[src/design/ccmsd_pkg.sv]
package ccmsd_pkg;

    // Stored word addresses of the two upper-bit and sign words.
    localparam logic [4:0] CCMSD_ADDR_BRIDGE_WORD = 5'h03;
    localparam logic [4:0] CCMSD_ADDR_TEMP_WORD = 5'h04;

    // Command codes: regular writes, regular reads, page increment.
    localparam logic [7:0] CCMSD_CMD_WRITE_FIRST = 8'h40;
    localparam logic [7:0] CCMSD_CMD_WRITE_LAST = 8'h57;
    localparam logic [7:0] CCMSD_CMD_READ_FIRST = 8'h20;
    localparam logic [7:0] CCMSD_CMD_READ_LAST = 8'h37;
    localparam logic [7:0] CCMSD_CMD_PAGE_INC = 8'h5e;

    // Pages run from 0 up to this last one; there is no way back.
    localparam logic [1:0] CCMSD_PAGE_LAST = 2'h3;
    localparam logic [1:0] CCMSD_PAGE_RESET = 2'h0;

    // Coefficient count and the index of the first temperature-path one.
    localparam int CCMSD_NCOEF = 10;
    localparam int CCMSD_FIRST_TEMP_IDX = 7;
    // Each coefficient owns two bits: magnitude bit 16, then sign.
    localparam int CCMSD_BITS_PER_COEF = 2;
    localparam int CCMSD_MAG_OFS = 0;
    localparam int CCMSD_SIGN_OFS = 1;

    // Extra fields in the bridge word.
    localparam int CCMSD_CURVE_BIT = 14;
    localparam int CCMSD_TREF_SIGN_BIT = 15;

    // Memory status word layout.
    localparam int CCMSD_STAT_CORR_BIT = 15;
    localparam int CCMSD_STAT_PAGE_HI = 14;
    localparam int CCMSD_STAT_PAGE_LO = 13;

    localparam logic [15:0] CCMSD_WORD_RESET = 16'h0000;
    localparam logic [1:0] CCMSD_WRITTEN_RESET = 2'h0;

    // Coefficient order: 0 bridge offset, 1 bridge gain, 2 gain tempco,
    // 3 offset tempco, 4 offset tempco sq, 5 gain tempco sq, 6 bridge sq,
    // 7 tsensor gain, 8 tsensor sq, 9 tsensor offset.
    typedef struct packed {
        logic negative;
        logic [16:0] magnitude;
    } ccmsd_coef_t;

    typedef ccmsd_coef_t [CCMSD_NCOEF-1:0] ccmsd_coef_vec_t;
    typedef logic [CCMSD_NCOEF-1:0][15:0] ccmsd_low_vec_t;

    typedef struct packed {
        logic valid;
        logic [7:0] code;
        logic [15:0] data;
    } ccmsd_cmd_t;

    typedef struct packed {
        logic valid;
        logic refused;
        logic [15:0] data;
        logic [15:0] status;
    } ccmsd_rsp_t;

endpackage : ccmsd_pkg

[src/design/ccmsd_decode.sv]
`timescale 1ns/100ps
// Functional notes
// - First word bit 0 is bridge offset magnitude bit 16; bit 1 its sign.
// - First word bit 2 is bridge gain magnitude bit 16; bit 3 its sign.
// - First word bit 4 is gain tempco magnitude bit 16; bit 5 its sign.
// - First word bit 6 is offset tempco magnitude bit 16; bit 7 its sign.
// - First word bit 8, 9: second-order offset tempco top bit, sign.
// - First word bit 10, 11: second-order gain tempco top bit, sign.
// - First word bit 12, 13: second-order bridge top bit, sign.
// - First word bit 14 picks curve: 0 parabolic, 1 s-shaped.
// - First word bit 15 is low-calibration temperature reference sign.
// - Second word bit 0, 1: temperature sensor gain top bit, sign.
// - Second word bit 2, 3: temperature sensor second-order top bit, sign.
// - Second word bit 4, 5: temperature sensor offset top bit, sign.
// - Sign bit 0 means positive, 1 negative, on the 17-bit magnitude.
// - One write per word per page; at most four pages in total.
module ccmsd_decode
    import ccmsd_pkg::*;
(
    input wire logic clock,
    input wire logic rst_n,
    input wire ccmsd_cmd_t cmd,
    input wire ccmsd_low_vec_t low_words,
    input wire logic [15:0] low_cal_temp_reference,
    output ccmsd_coef_vec_t coefs,
    output logic curve_shape_select,
    output logic low_cal_temp_ref_negative,
    output logic [15:0] low_cal_temp_ref_magnitude,
    output ccmsd_rsp_t rsp,
    output logic [1:0] page
);

    typedef struct packed {
        logic [15:0] bridge_word;
        logic [15:0] temp_word;
        logic [1:0] written;
        logic [1:0] page;
        ccmsd_coef_vec_t coefs;
        logic curve;
        logic tref_negative;
        logic [15:0] tref_magnitude;
        ccmsd_rsp_t rsp;
    } ccmsd_state_t;

    ccmsd_state_t state_q;
    ccmsd_state_t state_d;

    function automatic logic ccmsd_in_range(input logic [7:0] code,
                                           input logic [7:0] first,
                                           input logic [7:0] last);
        return (code >= first) && (code <= last);
    endfunction : ccmsd_in_range

    function automatic logic [4:0] ccmsd_word_addr(input logic [7:0] code,
                                                  input logic [7:0] base);
        logic [7:0] diff;
        diff = code - base;
        return diff[4:0];
    endfunction : ccmsd_word_addr

    // Decode straight from the stored words; one instance per coefficient.
    ccmsd_coef_vec_t decoded;

    generate
        for (genvar g = 0; g < CCMSD_NCOEF; g++) begin : g_coef
            localparam bit IS_TEMP = (g >= CCMSD_FIRST_TEMP_IDX);
            localparam int SLOT = IS_TEMP ? g - CCMSD_FIRST_TEMP_IDX : g;
            localparam int BASE = SLOT * CCMSD_BITS_PER_COEF;
            logic [15:0] src;
            // Temperature-path words only use bits 5:0 of the second word.
            assign src = IS_TEMP ? state_q.temp_word : state_q.bridge_word;
            // Top magnitude bit sits above the 16-bit low word.
            assign decoded[g].magnitude = {src[BASE + CCMSD_MAG_OFS],
                                           low_words[g]};
            // A set sign bit marks the coefficient negative.
            assign decoded[g].negative = src[BASE + CCMSD_SIGN_OFS];
        end
    endgenerate

    logic is_write;
    logic is_read;
    logic is_page_inc;
    logic [4:0] wr_addr;
    logic [4:0] rd_addr;
    logic hit_bridge;
    logic hit_temp;

    assign is_write = cmd.valid &&
        ccmsd_in_range(cmd.code, CCMSD_CMD_WRITE_FIRST, CCMSD_CMD_WRITE_LAST);
    assign is_read = cmd.valid &&
        ccmsd_in_range(cmd.code, CCMSD_CMD_READ_FIRST, CCMSD_CMD_READ_LAST);
    assign is_page_inc = cmd.valid && (cmd.code == CCMSD_CMD_PAGE_INC);
    assign wr_addr = ccmsd_word_addr(cmd.code, CCMSD_CMD_WRITE_FIRST);
    assign rd_addr = ccmsd_word_addr(cmd.code, CCMSD_CMD_READ_FIRST);
    assign hit_bridge = is_write && (wr_addr == CCMSD_ADDR_BRIDGE_WORD);
    assign hit_temp = is_write && (wr_addr == CCMSD_ADDR_TEMP_WORD);

    always_comb begin
        state_d = state_q;
        state_d.rsp.valid = 1'b0;
        state_d.rsp.refused = 1'b0;

        // Only the regular write codes reach the stored words.
        if (hit_bridge) begin
            // A second write in the same page is refused, not merged.
            if (state_q.written[0]) begin
                state_d.rsp.refused = 1'b1;
            end else begin
                state_d.bridge_word = cmd.data;
                state_d.written[0] = 1'b1;
            end
        end
        if (hit_temp) begin
            if (state_q.written[1]) begin
                state_d.rsp.refused = 1'b1;
            end else begin
                state_d.temp_word = cmd.data;
                state_d.written[1] = 1'b1;
            end
        end

        // Advancing the page wipes the old contents so they must be
        // programmed again; the last page can never be left.
        if (is_page_inc) begin
            if (state_q.page == CCMSD_PAGE_LAST) begin
                state_d.rsp.refused = 1'b1;
            end else begin
                state_d.page = state_q.page + 2'h1;
                state_d.bridge_word = CCMSD_WORD_RESET;
                state_d.temp_word = CCMSD_WORD_RESET;
                state_d.written = CCMSD_WRITTEN_RESET;
            end
        end

        // Reads answer with the word and the memory status word.
        if (is_read) begin
            state_d.rsp.valid = 1'b1;
            state_d.rsp.data = CCMSD_WORD_RESET;
            if (rd_addr == CCMSD_ADDR_BRIDGE_WORD) begin
                state_d.rsp.data = state_q.bridge_word;
            end else if (rd_addr == CCMSD_ADDR_TEMP_WORD) begin
                state_d.rsp.data = state_q.temp_word;
            end
            state_d.rsp.status = CCMSD_WORD_RESET;
            state_d.rsp.status[CCMSD_STAT_CORR_BIT] = 1'b0;
            state_d.rsp.status[CCMSD_STAT_PAGE_HI:CCMSD_STAT_PAGE_LO] =
                state_q.page;
        end

        // Outputs are registered so the correction math sees clean values;
        // this costs one cycle after a low word or stored word changes.
        state_d.coefs = decoded;
        // The temperature path ignores bits 15:6 of the second word.
        state_d.coefs[CCMSD_NCOEF-1:CCMSD_FIRST_TEMP_IDX] =
            decoded[CCMSD_NCOEF-1:CCMSD_FIRST_TEMP_IDX];
        state_d.curve = state_q.bridge_word[CCMSD_CURVE_BIT];
        state_d.tref_negative =
            state_q.bridge_word[CCMSD_TREF_SIGN_BIT];
        state_d.tref_magnitude = low_cal_temp_reference;
    end

    always_ff @(posedge clock or negedge rst_n) begin
        if (!rst_n) begin
            // Everything clears: positive zero and parabolic curve.
            state_q <= '0;
        end else begin
            state_q <= state_d;
        end
    end

    assign coefs = state_q.coefs;
    assign curve_shape_select = state_q.curve;
    assign low_cal_temp_ref_negative = state_q.tref_negative;
    assign low_cal_temp_ref_magnitude = state_q.tref_magnitude;
    assign rsp = state_q.rsp;
    assign page = state_q.page;

endmodule : ccmsd_decode

[config.mk]
export PLATFORM = sky130hd
export DESIGN_NAME = ccmsd_decode
export DESIGN_NICKNAME = d
export VERILOG_FILES = /design/src/design/ccmsd_pkg.sv /design/src/design/ccmsd_decode.sv
export SDC_FILE = /design/constraint.sdc
export NUM_CORES = 1
export LEC_CHECK = 0
export ABC_AREA = 0
export BUFFER_PORTS_ARGS = -buffer_cell sky130_fd_sc_hd__buf_4
export CAP_MARGIN = 5
export CORE_AREA = 2 2 169 171
export DETAILED_ROUTE_END_ITERATION = 10
export DIE_AREA = 0 0 171 173
export SYNTH_ARGS = -nofsm -noshare
export SYNTH_HDL_FRONTEND = slang
export SYNTH_SLANG_ARGS = --single-unit
[constraint.sdc]
create_clock -name clock -period 4.3 [get_ports clock]
set_input_delay 0.215 -clock clock [delete_from_list [all_inputs] [get_ports clock]]
set_output_delay 0.215 -clock clock [all_outputs]
set_load 0.02 [all_outputs]
======== Word level (Yosys, flattened, before mapping) ========
Cells that the tools add are included.
word-level totals
  word-level logic and storage cells ...... 69
  output and inout port bits .............. 234
  bits in registers ....................... 254
  bits of input ports ..................... 203
operators by class
  add/subtract/negate cells ............... 3
  $lt $le $gt $ge ......................... 4
  eq/ne operators ......................... 6
  bitwise gates (word level) .............. 1
  reductions and logical operators ........ 8
  mux-type cells .......................... 16
operator list
  operator                                                                             count
  36-bit two-way mux                                                                   2
  16-bit two-way mux                                                                   4
  17-bit two-way mux                                                                   2
  5-bit by 2-bit equality test with 1-bit output, second input constant                2
  5-bit by 3-bit equality test with 1-bit output, second input constant                2
  5-bit by 1-bit subtractor with 5-bit output, second input constant                   2
  8-bit by 7-bit equality test with 1-bit output, second input constant                1
  8-bit by 6-bit greater-or-equal comparator with 1-bit output, second input constant  1
  8-bit by 7-bit greater-or-equal comparator with 1-bit output, second input constant  1
  8-bit by 6-bit less-or-equal comparator with 1-bit output, second input constant     1
  8-bit by 7-bit less-or-equal comparator with 1-bit output, second input constant     1
  1-bit two-way mux                                                                    8
  1-bit logical AND                                                                    7
  2-bit by 1-bit adder with 2-bit output, second input constant                        1
  2-bit equality test, second input constant                                           1
  2-bit AND reduction                                                                  1
  1-bit inverter                                                                       1

======== Logic depth before layout (Yosys ltp) ========
  depth in word-level cells ............... 9
  depth in mapped cells ................... 7

======== Worst setup path after synthesis ========
OpenSTA, ideal clock, no wires.
  path type ............................... input-to-reg
  start ................................... in cmd[23] in the netlist's numbering
  end ..................................... reg state_q (netlist bit page[1])
  library setup time ...................... 0.127 ns
  stages .................................. 5
  data arrival time ....................... 1.453 ns
  path slack .............................. 2.720 ns
  path through ............................ nor4bb_1 > buf_2 > inv_2 > nor4_4 > mux2_1
between the ends
  word-level cells in the longest chain between the ends .. 3
RTL lines
  element                                         line                 text
  start, declared                                 ccmsd_decode.sv:22   input wire ccmsd_cmd_t cmd,
  8-bit by 7-bit equality test with 1-bit output  ccmsd_decode.sv:92   assign is_page_inc = cmd.valid && (cmd.code == CCMSD_CMD_PAGE_INC);
  1-bit logical AND                               ccmsd_decode.sv:92
  2-bit AND reduction (no source line)            n/a
  end signal, assigned                            ccmsd_decode.sv:167  state_q <= state_d;
  end, declared                                   ccmsd_decode.sv:45   ccmsd_state_t state_q;
Every way passes these cells.
A chain may end at the register's enable or synchronous reset.

==> flow_summary.yaml <==
status:
  status: "finished clean"
cts:
  cts_buffers: 28
  clock_latency_ps: 530
  cts_buffer_depth: 3
  post_cts_buffers: 0
  path_clk_slew_ps: 60
  cts_root_buf: "clkbuf_16"
  cts_tree: "yes"
  cts.htree.levels: 1
  clock_sinks: 254
sta:
  rsz0062_at_grt: "no"
  hold_ws_ps: 110
  tns_ps: 0
  max-slew-margin-rel_pct: 17.5
  hold_viol_final: 0
  setup_violations: 0
  min_period_ps: 2240
  fmax_mhz: 447
  tightest_slew_ps: 1220
  maxSlewViolCount: 0
  fin_worst_skew_ps: 8.77
  fin_crit_sh_pct: 52.0
routing:
  antenna_left: 0
  drtIter0Drc: 255
  vias: 5881
  drcViolationCount: 0
  first_pass_iters: 4
  viasPerCell: 4.01
  wire_per_inst_um: 17.6
  wl_um: 25800
power:
  internal_power_mw: 4.34
  power.leakage_nw: 7.09
  power_density_mw_per_mm2: 404
  swShare_pct: 23.0
  seq_power_share_pct: 45.1
  clockPowerShare_pct: 42.8
  switchingPower_mw: 1.30
  ir_drop_uv: 311
  combPwrFrac_pct: 12.0
floorplan:
  placementRows: 61
  start_util_pct: 32.9
  fp.dieW_um: 171
  ios: 437
  die_h_um: 173
  core_area_mm2: 0.0276
  dieArea_mm2: 0.0296
synth:
  synthFlopType: "dfrtp_1"
  synth_seq_cells: 254
  yosysSeqAreaShare_pct: 69.9
  avgSynthCellArea_um2: 14.1
  yosysMostFrequentCell: "dfrtp_1"
  yosys-top-cells-count: "dfrtp_1, buf_4, nor2_1, mux2i_1, nand2_1"
  ys_types: 29
  synth-async-reset-ratio_pct: 100
  yosysTopAreaCellShare_pct: 69.9
  synthTopCellsByArea: "dfrtp_1, buf_4, mux2i_1, nor2_1, a22oi_1"
  syn_inst: 644
  synth_edf_count: 0
  synth_largest_area_cell: "dfrtp_1"
  synthesis.area_mm2: 0.00909
  ys_warn_count: 0
hold_path:
  hp-class: "input port to flip-flop"
  min_from: "cmd[23]"
setup_path:
  crit_fanout: 24
  critPathLaunch: "cmd[23]"
  critPathArrivalTime_ps: 2640
  end_kind: "flip-flop"
  cp-start-kind: "input port"
  worstSetupPathType: "input port to flip-flop"
  rr_startpoint: "page[0]"
  crit_required_ps: 4700
layout:
  syn_to_final_growth_pct: 53.2
  multi_input_area_um2: 975
  register_area_mm2: 0.00636
  drive_above_1_share_pct: 43.8
  fill_cells: 2408
  utilization_pct: 50.4
  nets: 1267
grt:
  antenna_found_initial: 8
  overflow: 0
  grt_max_degree: 98
  grt.total_usage_pct: 16.8
  grt_pass1_wl_um: 38200
  grt_pass1_vias: 6559
place:
  hpwlAfterDp_um: 17600
  port_buffers: 422
  gp_congestion: 0.790
run:
  max_cap_viol_count: 0
==> power by group through the flow <==
stage,registers (mW),clock network (mW),logic [mW]
detailed placement,2.58,0,0.530
floorplan,2.57,0,0.308
global placement,2.58,0,0.525
finish,2.54,2.41,0.678
CTS,2.54,2.48,0.684
global route,2.55,2.58,0.723
==> cell type report <==
cell class | instances | area share [%]
diodes | 7 | 0.126
clock buffers | 42 | 5.85
clock inverters | 7 | 0.835
inverters | 2 | 0.0539
multi-input cells | 155 | 6.99
flip-flops and latches | 254 | 45.6
well taps | 378 | 3.39
repair buffers | 622 | 37.1
==> flip-flops by register name, summed over array words and instances, names as in the netlist <==
signal,count
coefs,180
curve_shape_select,1
g_coef.src,32
low_cal_temp_ref_magnitude,16
low_cal_temp_ref_negative,1
page,2
rsp,20
state_q,2
==> logic make-up after synthesis <==
logic type               count (synthesis)  share of synthesized area [%]
XOR/XNOR                                 1                         0.0963
AO/OA/AOI/OAI                           38                           2.59
adder cells (fa/ha/maj)                  1                          0.138
buffers and inverters                  248                           20.0
multiplexers                            35                           3.89
AND/OR/NAND/NOR                         66                           3.40
other                                    1                         0.0412
flip-flops                             254                           69.9
==> final timing paths <==
check / endpoint / cells after the start / slack [ps]
min: rsp[32] / 4 / 110
max reg2reg: g_coef[0].src[10] / 4 / 2270
min in group asynchronous: rsp[25] / 2 / 260
max: g_coef[0].src[10] / 6 / 2060
min reg2reg: coefs[161] / 0 / 410
max in group asynchronous: coefs[70] / 3 / 2960
==> per-layer routing <==
| metal | routed length (µm) | track usage (%) |
|---|---|---|
| met1 | 9230 | 19.0 |
| met5 | 0 | 0 |
| met2 | 13700 | 30.3 |
| met4 | 699 | 5.76 |
| met3 | 2140 | 4.53 |
==> worst max-delay path: stages <==
cell and delay [ps]:
buf_4 110, nor4bb_1 1010, inv_2 100, nor4_4 700, buf_4 390, nor2_1 90
==> layout by cell type, fill, tap and decap left out, types with 2 or more instances in the layout <==
master | Yosys | layout
nand2_1 | 18 | 18
nor4b_1 | 2 | 2
diode_2 | 0 | 7
dfrtp_1 | 254 | 254
clkbuf_1 | 3 | 9
buf_4 | 232 | 426
mux2_2 | 2 | 2
mux2i_1 | 32 | 32
dlygate4sd3_1 | 0 | 194
a31oi_1 | 2 | 2
clkinv_2 | 0 | 2
conb_1 | 1 | 14
o21ai_0 | 17 | 17
bufinv_16 | 0 | 3
a21oi_1 | 2 | 2
clkbuf_8 | 0 | 4
nor2_1 | 36 | 36
clkbuf_16 | 0 | 29
nand4_1 | 2 | 2
a22oi_1 | 17 | 17
==> per-stage QoR <==
step | worst slack (ps) | total power [mW] | instance area [µm²] | std cells
2_1_floorplan | 2720 | 2.88 | 9140 | 657
3_3_place_gp | 1620 | 3.10 | 11000 | 1217
3_5_place_dp | 1500 | 3.11 | 11000 | 1217
4_1_cts | 2070 | 5.70 | 13900 | 1460
5_1_grt | 1860 | 5.86 | 13900 | 1467
6_report | 2060 | 5.63 | 13900 | 1467
==> repair_timing <==
item	in CTS	in global routing
gates resized for setup	0	0
hold endpoints to repair	298	0
endpoints found under the setup margin	0	0
hold buffers	194	0
(Power assumes the default switching activity.)
